**src/sapg_pkg.sv**
```systemverilog
// Constants for the SDO request checker and PDO gate.
// Assumes one 100 MHz system clock; shared by the design and its bench.
`default_nettype none

package sapg_pkg;
  // Client command specifiers, top three bits of the command byte
  localparam logic [2:0] CCS_DL_SEG = 3'h0;
  localparam logic [2:0] CCS_DL_INIT = 3'h1;
  localparam logic [2:0] CCS_UL_INIT = 3'h2;
  localparam logic [2:0] CCS_UL_SEG = 3'h3;
  localparam logic [2:0] CCS_ABORT = 3'h4;
  // Command byte field positions
  localparam int CMD_CCS_LSB = 5;
  localparam int CMD_TOGGLE = 4;
  localparam int CMD_FULL_ACCESS = 4;
  localparam int CMD_EXPEDITED = 1;
  localparam int CMD_SIZED = 0;
  localparam int CMD_LAST = 0;
  // Server answer command bytes
  localparam logic [7:0] RSP_ABORT = 8'h80;
  localparam logic [7:0] RSP_DL_INIT = 8'h60;
  localparam logic [7:0] RSP_DL_SEG = 8'h20;
  localparam logic [7:0] RSP_UL_EXP = 8'h43;
  localparam logic [7:0] RSP_UL_NORMAL = 8'h41;
  // Abort codes
  localparam logic [31:0] AB_TOGGLE = 32'h0503_0000;
  localparam logic [31:0] AB_CMD_UNKNOWN = 32'h0504_0001;
  localparam logic [31:0] AB_UNSUPPORTED = 32'h0601_0000;
  localparam logic [31:0] AB_READ_ONLY = 32'h0601_0002;
  localparam logic [31:0] AB_NO_OBJECT = 32'h0602_0000;
  localparam logic [31:0] AB_NOT_MAPPABLE = 32'h0604_0041;
  localparam logic [31:0] AB_MAP_TOO_LONG = 32'h0604_0042;
  localparam logic [31:0] AB_LEN_HIGH = 32'h0607_0012;
  localparam logic [31:0] AB_LEN_LOW = 32'h0607_0013;
  localparam logic [31:0] AB_NO_SUBINDEX = 32'h0609_0011;
  localparam logic [31:0] AB_VALUE_HIGH = 32'h0609_0031;
  localparam logic [31:0] AB_VALUE_LOW = 32'h0609_0032;
  localparam logic [31:0] AB_GENERAL = 32'h0800_0000;
  localparam logic [31:0] AB_STATE = 32'h0800_0022;
  // Dictionary indices the checker knows itself
  localparam logic [15:0] IDX_ERR_HISTORY = 16'h1003;
  localparam logic [3:0] IDX_COMM_GROUP = 4'h1;
  localparam logic [3:0] IDX_RX_COMM = 4'h4;
  localparam logic [3:0] IDX_RX_MAP = 4'h6;
  localparam logic [3:0] IDX_TX_COMM = 4'h8;
  localparam logic [3:0] IDX_TX_MAP = 4'hA;
  // Network management states
  localparam logic [7:0] NMT_OPERATIONAL = 8'h05;
  // Process data payload limit
  localparam int PDO_MAX_BYTES = 8;
  localparam logic [8:0] PDO_MAX_BITS = 9'h040;
  localparam int MAP_SLOTS = 16;
  // Transfer states
  typedef enum logic [2:0] {
    SAPG_IDLE = 3'b001,
    SAPG_DL = 3'b010,
    SAPG_UL = 3'b100
  } sapg_xfer_t;
endpackage : sapg_pkg

`default_nettype wire

```
**src/sdo_abort_and_pdo_gate.sv**
```systemverilog
// SDO request checker with abort-code generation, and the PDO state gate.
// Assumes requests are decoded CAN frames synchronous to i_clock and that
// the dictionary answers lookups for the request combinationally.
`default_nettype none

module sdo_abort_and_pdo_gate
  import sapg_pkg::*;
(
  input wire logic i_clock,              // System clock, 100 MHz
  input wire logic i_reset,              // Async reset, active high
  input wire logic i_req_valid,          // SDO request strobe
  input wire logic [7:0] i_req_cmd,      // Request byte 0
  input wire logic [15:0] i_req_index,   // Request index
  input wire logic [7:0] i_req_subidx,   // Request subindex
  input wire logic [31:0] i_req_data,    // Request bytes 4..7
  input wire logic i_od_index_exists,    // Dictionary has the index
  input wire logic i_od_sub_exists,      // Dictionary has the subindex
  input wire logic i_od_read_only,       // Entry is constant or read-only
  input wire logic [2:0] i_od_size,      // Entry size in bytes
  input wire logic i_od_has_max,         // Entry has an upper limit
  input wire logic [31:0] i_od_max,      // Upper limit
  input wire logic i_od_has_min,         // Entry has a lower limit
  input wire logic [31:0] i_od_min,      // Lower limit
  input wire logic i_map_target_ok,      // Target of mapping is mappable
  input wire logic i_ul_last,            // Current upload segment is last
  input wire logic [7:0] i_nmt_state,    // Network state code
  input wire logic i_pdo_rx_valid,       // Process data frame received
  input wire logic [3:0] i_pdo_slot,     // Mapping slot to query
  output logic o_rsp_valid,              // Answer strobe
  output logic o_rsp_abort,              // Answer is an abort
  output logic [7:0] o_rsp_cmd,          // Answer byte 0
  output logic [15:0] o_rsp_index,       // Answer index
  output logic [7:0] o_rsp_subidx,       // Answer subindex
  output logic [31:0] o_rsp_code,        // Abort code, zero on success
  output logic o_od_write,               // Entry may be stored
  output logic o_pdo_enable,             // Process data exchange allowed
  output logic o_pdo_rx_take,            // Received frame is accepted
  output logic [3:0] o_pdo_len           // Bytes of selected mapping
);

  // Request decode
  logic [2:0] ccs;                // Client command specifier
  logic is_init_dl;               // Initiate download
  logic is_init_ul;               // Initiate upload
  logic is_seg;                   // Either segment request
  logic is_client_abort;          // Client abort
  logic expedited;                // Expedited with size given
  logic [2:0] exp_bytes;          // Bytes carried when expedited
  logic operational;              // Network is Operational
  logic pdo_param;                // Index is a PDO parameter object
  logic map_entry;                // Write to a mapping content subindex
  logic map_clear;                // Zero written to a mapping count subindex
  logic [3:0] slot;               // Mapping slot of the request
  logic [8:0] map_sum;            // Bit total after the append
  logic err;                      // Request fails
  logic [31:0] code;              // Reason code
  logic commit;                   // Expedited write is stored
  sapg_xfer_t xfer_q;             // Transfer in progress
  sapg_xfer_t xfer_d;             // Next transfer state
  logic toggle_q;                 // Toggle expected in next segment
  logic [6:0] map_bits_q [MAP_SLOTS]; // Mapped bit totals per slot

  assign ccs = i_req_cmd[7:CMD_CCS_LSB];
  assign is_init_dl = ccs == CCS_DL_INIT;
  assign is_init_ul = ccs == CCS_UL_INIT;
  assign is_seg = (ccs == CCS_DL_SEG) || (ccs == CCS_UL_SEG);
  assign is_client_abort = ccs == CCS_ABORT;
  assign expedited = i_req_cmd[CMD_EXPEDITED] && i_req_cmd[CMD_SIZED];
  assign exp_bytes = 3'h4 - {1'b0, i_req_cmd[3:2]};
  assign operational = i_nmt_state == NMT_OPERATIONAL;
  // Low nibble of high index byte selects RX or TX, index[2:0] entry
  assign pdo_param = (i_req_index[15:12] == IDX_COMM_GROUP)
                     && ((i_req_index[11:8] == IDX_RX_COMM)
                      || (i_req_index[11:8] == IDX_RX_MAP)
                      || (i_req_index[11:8] == IDX_TX_COMM)
                      || (i_req_index[11:8] == IDX_TX_MAP))
                     && (i_req_index[7:3] == 5'h00);
  assign slot = {i_req_index[11], i_req_index[2:0]};
  assign map_entry = pdo_param && ((i_req_index[11:8] == IDX_RX_MAP)
                     || (i_req_index[11:8] == IDX_TX_MAP))
                     && (i_req_subidx != 8'h00);
  assign map_clear = pdo_param && ((i_req_index[11:8] == IDX_RX_MAP)
                     || (i_req_index[11:8] == IDX_TX_MAP))
                     && (i_req_subidx == 8'h00) && (i_req_data == '0);
  assign map_sum = {2'b00, map_bits_q[slot]} + {1'b0, i_req_data[7:0]};

  // Checks in fixed precedence; first failing one names the code
  always_comb begin
    err = 1'b1;
    code = '0;
    if (!(is_init_dl || is_init_ul || is_seg)) begin
      code = AB_CMD_UNKNOWN;
    end else if (is_seg) begin
      if ((ccs == CCS_DL_SEG && xfer_q != SAPG_DL)
          || (ccs == CCS_UL_SEG && xfer_q != SAPG_UL)) begin
        code = AB_GENERAL;
      end else if (i_req_cmd[CMD_TOGGLE] != toggle_q) begin
        code = AB_TOGGLE;
      end else begin
        err = 1'b0;
      end
    end else if (i_req_cmd[CMD_FULL_ACCESS]) begin
      code = AB_UNSUPPORTED;
    end else if (!i_od_index_exists) begin
      code = AB_NO_OBJECT;
    end else if (!i_od_sub_exists) begin
      code = AB_NO_SUBINDEX;
    end else if (is_init_dl && i_od_read_only) begin
      code = AB_READ_ONLY;
    end else if (is_init_dl && operational && pdo_param) begin
      code = AB_STATE;
    end else if (is_init_dl && expedited && exp_bytes > i_od_size) begin
      code = AB_LEN_HIGH;
    end else if (is_init_dl && expedited && exp_bytes < i_od_size) begin
      code = AB_LEN_LOW;
    end else if (is_init_dl && expedited && map_entry
                 && !i_map_target_ok) begin
      code = AB_NOT_MAPPABLE;
    end else if (is_init_dl && expedited && map_entry
                 && map_sum > PDO_MAX_BITS) begin
      code = AB_MAP_TOO_LONG;
    end else if (is_init_dl && expedited && i_req_index == IDX_ERR_HISTORY
                 && i_req_subidx == 8'h00 && i_req_data != '0) begin
      code = AB_VALUE_HIGH;
    end else if (is_init_dl && expedited && i_od_has_max
                 && i_req_data > i_od_max) begin
      code = AB_VALUE_HIGH;
    end else if (is_init_dl && expedited && i_od_has_min
                 && i_req_data < i_od_min) begin
      code = AB_VALUE_LOW;
    end else begin
      err = 1'b0;
    end
  end

  // A write is stored only when every check passed
  assign commit = i_req_valid && is_init_dl && expedited && !err;

  // Next transfer state
  always_comb begin
    xfer_d = xfer_q;
    if (i_req_valid) begin
      if (is_client_abort || err) begin
        xfer_d = SAPG_IDLE;
      end else if (is_init_dl) begin
        xfer_d = i_req_cmd[CMD_EXPEDITED] ? SAPG_IDLE : SAPG_DL;
      end else if (is_init_ul) begin
        xfer_d = (i_od_size > 3'h4) ? SAPG_UL : SAPG_IDLE;
      end else if (ccs == CCS_DL_SEG && i_req_cmd[CMD_LAST]) begin
        xfer_d = SAPG_IDLE;
      end else if (ccs == CCS_UL_SEG && i_ul_last) begin
        xfer_d = SAPG_IDLE;
      end
    end
  end

  // Transfer state register
  always_ff @(posedge i_clock or posedge i_reset) begin
    if (i_reset) begin
      xfer_q <= SAPG_IDLE;
    end else begin
      xfer_q <= xfer_d;
    end
  end

  // Toggle restarts at zero on every initiate, even after an abort
  always_ff @(posedge i_clock or posedge i_reset) begin
    if (i_reset) begin
      toggle_q <= 1'b0;
    end else if (i_req_valid && (is_init_dl || is_init_ul)) begin
      toggle_q <= 1'b0;
    end else if (i_req_valid && is_seg && !err) begin
      toggle_q <= ~toggle_q;
    end
  end

  // Answer register; a client abort gets no answer at all
  always_ff @(posedge i_clock or posedge i_reset) begin
    if (i_reset) begin
      o_rsp_valid <= 1'b0;
      o_rsp_abort <= 1'b0;
      o_rsp_cmd <= '0;
      o_rsp_index <= '0;
      o_rsp_subidx <= '0;
      o_rsp_code <= '0;
      o_od_write <= 1'b0;
    end else begin
      o_rsp_valid <= i_req_valid && !is_client_abort;
      o_od_write <= commit;
      if (i_req_valid && !is_client_abort) begin
        o_rsp_abort <= err;
        o_rsp_index <= i_req_index;
        o_rsp_subidx <= i_req_subidx;
        o_rsp_code <= err ? code : '0;
        if (err) begin
          o_rsp_cmd <= RSP_ABORT;
        end else if (is_init_dl) begin
          o_rsp_cmd <= RSP_DL_INIT;
        end else if (ccs == CCS_DL_SEG) begin
          o_rsp_cmd <= RSP_DL_SEG | {3'b000, toggle_q, 4'h0};
        end else if (is_init_ul) begin
          // Size in command byte only when it fits in one frame
          o_rsp_cmd <= (i_od_size > 3'h4) ? RSP_UL_NORMAL
                       : RSP_UL_EXP | {4'h0, ~i_od_size[1:0] + 2'b01, 2'b00};
        end else begin
          o_rsp_cmd <= {3'b000, toggle_q, 3'b000, i_ul_last};
        end
      end
    end
  end

  // Per-slot mapped bit totals; only committed writes change them
  for (genvar g = 0; g < MAP_SLOTS; g++) begin : g_map
    always_ff @(posedge i_clock or posedge i_reset) begin
      if (i_reset) begin
        map_bits_q[g] <= '0;
      end else if (commit && slot == 4'(g) && map_clear) begin
        map_bits_q[g] <= '0;
      end else if (commit && slot == 4'(g) && map_entry) begin
        map_bits_q[g] <= map_sum[6:0];
      end
    end
  end

  // Process data runs only in Operational; length from stored map
  assign o_pdo_enable = operational;
  assign o_pdo_rx_take = i_pdo_rx_valid && operational;

  // Frame length in bytes, rounded up from the bit total
  always_ff @(posedge i_clock or posedge i_reset) begin
    if (i_reset) begin
      o_pdo_len <= '0;
    end else begin
      o_pdo_len <= 4'((map_bits_q[i_pdo_slot] + 7'h07) >> 3);
    end
  end

  // Checks
  a_rsp_follows_req: assert property (@(posedge i_clock) disable iff (i_reset)
    i_req_valid && !is_client_abort |=> o_rsp_valid)
    else $error("request not answered");
  a_client_abort_quiet: assert property (@(posedge i_clock)
    disable iff (i_reset)
    i_req_valid && is_client_abort |=> !o_rsp_valid && xfer_q == SAPG_IDLE)
    else $error("client abort answered or transfer kept");
  a_abort_frame_form: assert property (@(posedge i_clock) disable iff (i_reset)
    o_rsp_valid && o_rsp_abort |-> o_rsp_cmd == RSP_ABORT
    && o_rsp_code != '0 && !o_od_write)
    else $error("abort answer malformed");
  a_unknown_cmd_code: assert property (@(posedge i_clock) disable iff (i_reset)
    i_req_valid && ccs > CCS_ABORT |=> o_rsp_code == AB_CMD_UNKNOWN)
    else $error("unknown command code wrong");
  a_read_only_kept: assert property (@(posedge i_clock) disable iff (i_reset)
    i_req_valid && is_init_dl && !i_req_cmd[CMD_FULL_ACCESS]
    && i_od_index_exists && i_od_sub_exists && i_od_read_only
    |=> o_rsp_code == AB_READ_ONLY && !o_od_write)
    else $error("read-only write not refused");
  a_no_sub_code: assert property (@(posedge i_clock) disable iff (i_reset)
    i_req_valid && is_init_ul && !i_req_cmd[CMD_FULL_ACCESS]
    && i_od_index_exists && !i_od_sub_exists
    |=> o_rsp_code == AB_NO_SUBINDEX)
    else $error("missing subindex code wrong");
  a_state_gate_write: assert property (@(posedge i_clock)
    disable iff (i_reset)
    o_od_write && $past(pdo_param) |-> $past(i_nmt_state) != NMT_OPERATIONAL)
    else $error("PDO parameter written in Operational");
  a_toggle_restart: assert property (@(posedge i_clock) disable iff (i_reset)
    i_req_valid && (is_init_dl || is_init_ul) |=> !toggle_q)
    else $error("toggle not reset at initiate");
  a_toggle_repeat: assert property (@(posedge i_clock) disable iff (i_reset)
    i_req_valid && is_seg && xfer_q != SAPG_IDLE
    && i_req_cmd[CMD_TOGGLE] != toggle_q && !(ccs == CCS_DL_SEG
    && xfer_q != SAPG_DL) && !(ccs == CCS_UL_SEG && xfer_q != SAPG_UL)
    |=> o_rsp_code == AB_TOGGLE && xfer_q == SAPG_IDLE)
    else $error("repeated toggle not aborted");
  a_map_limit: assert property (@(posedge i_clock) disable iff (i_reset)
    map_bits_q[i_pdo_slot] <= PDO_MAX_BITS[6:0]
    ##1 o_pdo_len <= 4'(PDO_MAX_BYTES))
    else $error("mapping exceeds eight bytes");
  // Code checks per precedence step look one edge after the request; the store and gate checks look in the same cycle
  a_no_object_code: assert property (
    @(posedge i_clock) disable iff (i_reset)
    i_req_valid && (is_init_dl || is_init_ul) && !i_req_cmd[CMD_FULL_ACCESS]
    && !i_od_index_exists |=> o_rsp_code == AB_NO_OBJECT)
    else $error("missing index code wrong");
  a_full_access: assert property (
    @(posedge i_clock) disable iff (i_reset)
    i_req_valid && (is_init_dl || is_init_ul) && i_req_cmd[CMD_FULL_ACCESS]
    |=> o_rsp_code == AB_UNSUPPORTED)
    else $error("complete access not refused");
  a_state_code: assert property (
    @(posedge i_clock) disable iff (i_reset)
    i_req_valid && is_init_dl && !i_req_cmd[CMD_FULL_ACCESS]
    && i_od_index_exists && i_od_sub_exists && !i_od_read_only
    && operational && pdo_param |=> o_rsp_code == AB_STATE)
    else $error("PDO parameter write code wrong");
  a_seg_no_xfer: assert property (
    @(posedge i_clock) disable iff (i_reset)
    i_req_valid && ccs == CCS_DL_SEG && xfer_q != SAPG_DL
    |=> o_rsp_code == AB_GENERAL)
    else $error("stray segment code wrong");
  a_write_clean: assert property (
    @(posedge i_clock) disable iff (i_reset)
    o_od_write |-> o_rsp_valid && !o_rsp_abort && o_rsp_code == '0)
    else $error("store strobe on a failed answer");
  a_pdo_gate: assert property (@(posedge i_clock) disable iff (i_reset)
    o_pdo_rx_take |-> i_nmt_state == NMT_OPERATIONAL)
    else $error("process data outside Operational");
  c_expedited_ok: cover property (@(posedge i_clock) disable iff (i_reset)
    o_od_write);
  c_segment_run: cover property (@(posedge i_clock) disable iff (i_reset)
    xfer_q == SAPG_DL ##[1:20] xfer_q == SAPG_IDLE && !o_rsp_abort);
  c_map_overflow: cover property (@(posedge i_clock) disable iff (i_reset)
    o_rsp_valid && o_rsp_code == AB_MAP_TOO_LONG);
  c_state_refused: cover property (@(posedge i_clock) disable iff (i_reset)
    o_rsp_valid && o_rsp_code == AB_STATE);

endmodule : sdo_abort_and_pdo_gate

`default_nettype wire

```
**config.mk**
```make
export PLATFORM = sky130hd
export DESIGN_NAME = sdo_abort_and_pdo_gate
export DESIGN_NICKNAME = d
export VERILOG_FILES = /design/src/sapg_pkg.sv /design/src/sdo_abort_and_pdo_gate.sv
export SDC_FILE = /design/constraint.sdc
export NUM_CORES = 1
export LEC_CHECK = 0
export BUFFER_PORTS_ARGS = -buffer_cell sky130_fd_sc_hd__buf_2
export CORE_MARGIN = 2
export CORE_UTILIZATION = 60
export DETAILED_ROUTE_END_ITERATION = 10
export GPL_ROUTABILITY_DRIVEN = 0
export GPL_TIMING_DRIVEN = 0
export PLACE_DENSITY = 0.84
export SETUP_SLACK_MARGIN = 0.1
export SLEW_MARGIN = 20
export SYNTH_ARGS = -nofsm -noshare
export SYNTH_HDL_FRONTEND = slang
export SYNTH_SLANG_ARGS = --single-unit
```
**constraint.sdc**
```tcl
create_clock -name i_clock -period 11.5 [get_ports i_clock]
set_input_delay 0.575 -clock i_clock [delete_from_list [all_inputs] [get_ports i_clock]]
set_output_delay 0.575 -clock i_clock [all_outputs]
set_load 0.05 [all_outputs]
```
==> results.md <==
* Outcome: finished, final reports clean
* CTS root buf: clkbuf_16
* Fin. Hold Viols at 0
* Gr ovfl total at 0
* Ports at 227
* Initial antenna violation count at 0
* Area delta synth->final at 17.91%
* CP max-delay cell: nor3_2
* Setup repair after global routing missed its margin: false
* Period Utilization, post-route at 55.35%
* WP data required at 11.81 ns
* Post-Syn Area at 10970 µm²
* Crit path time final at 6.366 ns
* Fraction of registers with async set/reset at 100.0%
* Final WL at 29910 µm
* VDD IR max at 112.6 µV
* Vias at 9200
* FF-to-FF path depth at 13
* Die X at 139.2 µm
* Power Dens Cells at 112.0 nW/µm²
* CTS sink cnt at 167
* Synthesis-stage register bit count at 167
* Vias in the first global route at 9140
* Reg-to-reg startpoint: map_bits_q[28]
* Core area at 17960 µm²
* Max Freq at 0.1571 GHz
* DRT Pass-1 Iters at 5
* Pleak at 6.538 nW
* Die footprint at 19380 µm²
* Final setup TNS at 0 ns
* Hold crit path type: in2async
* Max-cap violations at 0
* Worst R2R Setup Slack at 6.18 ns
* Vias per inst at 6.225
* Pin count of the biggest net entering global routing at 89
* Max-slew violation count at 0
* Inserted Clock Buffers at 17
* Share of cells above drive strength 1 at 35.95%
* Setup crit end kind: flip-flop
* Avg Inst Size Synth at 10.96 µm²
* Ys flop type: dfrtp_1
* Yosys warns at 0
* CTS H-Tree Depth at 4
* CTS max path bufs at 2
* Relative slew slack at 33.57%
* Worst Tran Pin Value at 0.9874 ns
* Post-CTS Setup Bufs at 0
* Layout Nets at 1466
* Drt drc at 0
* WS Path Type: in2reg
* Distinct cells, synth at 64
* Top Family by Delay on Critical Path: buffers and inverters
* ANT cells at 0
* DPL Wire Length at 23070 µm
* Post_cts resized at 0
* Synth top area share at 37.88%
* Rows at 49
* Clk_skew at 0.01074 ns
* FF-to-FF End: map_bits_q[8]
* WP data arrival at 6.68 ns
* Critical Path Start Type: primary input
* Synth area leader: dfrtp_1
* Global-route wire length before repair at 47570 µm
* Cells after Synth at 1001
* Starting density of the core at 61.05%
* Final setup violation count at 0
* Clk slew on worst S/H paths at 0.07 ns
* Cells along the critical path: buf_2 -> buf_1 -> clkbuf_1 -> mux4_2 -> mux4_2 -> ha_1 -> fa_1 -> a211o_1 -> a21oi_1 -> o211ai_1 -> o311ai_2 -> nand3_1 -> o41a_1 -> buf_2 -> nor3_2 -> mux2_2
* Clock latency on the worst-skew pair at 0.44 ns
* CTS tree: built
* Cts hold-fix bufs at 0
* Number of synthesized flops with an enable pin at 0
* Max stage delay on crit path at 0.69 ns
* Top post-synthesis cells by area: dfrtp_1 38%, mux4_2 12%, mux2_2 11%, ha_1 8.6%, nand2_1 4.1%
* Post-synthesis sequential area ratio at 38.12%
* Gr usage total at 31.12%
* CP Buf/Inv Count at 4
* Final Total Pwr at 1.448 mW
* Chip height at 139.2 µm
* CP max FO at 10
* First DRT Iteration DRCs at 649
* Wire per inst at 20.23 µm
* Antenna-violating nets left at 0
* PortBufs at 197
layout make-up:
type / count / area (µm²)
multi-input cells: 712 / 6251
fillers: 1233 / 5032
flip-flops and latches: 167 / 4180
repair buffers: 198 / 1013
clock buffers: 18 / 439.2
plain buffers: 60 / 312.8
inverters: 80 / 307.8
well taps: 229 / 286.5
clock inverters: 14 / 140.1
stage by stage:
stage	cells	hold WS [ns]	utilization (%)	setup slack [ns]	area (µm²)
after floorplan	1019	0.4687	-	5.876	11030
after global placement	1445	0.4531	68.51	4.639	12310
after detailed placement	1446	0.4568	68.73	4.769	12350
after CTS	1478	0.2325	71.95	5.239	12920
after global routing	1478	0.2642	71.99	4.977	12930
final	1478	0.2075	71.99	5.134	12930
Yosys cell counts, drive strengths merged, types with 4 or more instances:
master     n
xnor2      6
a211o      4
nand4     23
nand3     23
a211oi     4
inv       80
a2111oi    4
nor3      21
a22o       7
nor3b      4
nand2    120
mux2     112
nand2b     9
and3       4
ha        75
mux4      56
o31ai      6
o311ai     4
nor4b      4
and2       6
nor4      33
a32o       5
a21o       6
o211ai     5
nor2      31
dfrtp    166
buf       34
a21oi     44
or4        4
clkbuf    26
o21ai     24
nor2b     15
worst max path at each step:
stage              startpoint              to  cells past startpoint
2_1_floorplan  i_req_index[0]   map_bits_q[0]                     15
3_3_place_gp          i_reset  o_rsp_index[8]                      2
3_5_place_dp   i_req_index[1]   map_bits_q[2]                     16
4_1_cts        i_req_index[1]   map_bits_q[2]                     16
5_1_grt        i_req_index[1]   map_bits_q[2]                     16
6_report       i_req_index[1]   map_bits_q[8]                     16
cell usage in the layout, fill, tap and decap left out, types with 26 or more instances in the layout:
cell and instances:
inv_1 79, dfrtp_1 166, nand2_1 120, mux2_2 105, nor2_1 31, ha_1 75
a21oi_1 44, buf_2 201, mux4_2 56, clkbuf_1 26
sequential cells by signal, indices dropped and copies added (netlist names):
register and flops:
xfer_q 3, map_bits_q 112, toggle_q 1, o_pdo_len 4, o_rsp_index 16, o_rsp_code 13
o_rsp_valid 1, o_rsp_subidx 8, o_od_write 1, o_rsp_abort 1, o_rsp_cmd 7
report_power, final:
part	switching (mW)	leakage, nW	internal, mW	total [mW]
clock	0.252	0.285	0.310	0.561
sequential	0.00858	2.27	0.602	0.610
combinational	0.191	3.99	0.0855	0.276
total	0.451	6.54	0.997	1.45
layer usage:
metal,vias up,GRT usage (%),wire (µm)
li1,4127,-,-
met1,4468,39.55,11320
met2,522,53.02,14960
met3,83,6.043,2661
met4,0,12.12,966
met5,-,0,0
cell families (layout without fill, tap and decap cells):
family | Yosys count | count (layout) | share of synthesized area [%]
simple gates | 303 | 303 | 15.15
mux | 168 | 168 | 23.24
flops | 167 | 167 | 38.12
buf+inv | 140 | 370 | 5.590
compound gates | 137 | 137 | 8.408
fa+ha+maj | 76 | 76 | 8.739
xor+xnor | 9 | 9 | 0.7188
other cells | 1 | 19 | 0.03419
(Power assumes the default switching activity.)
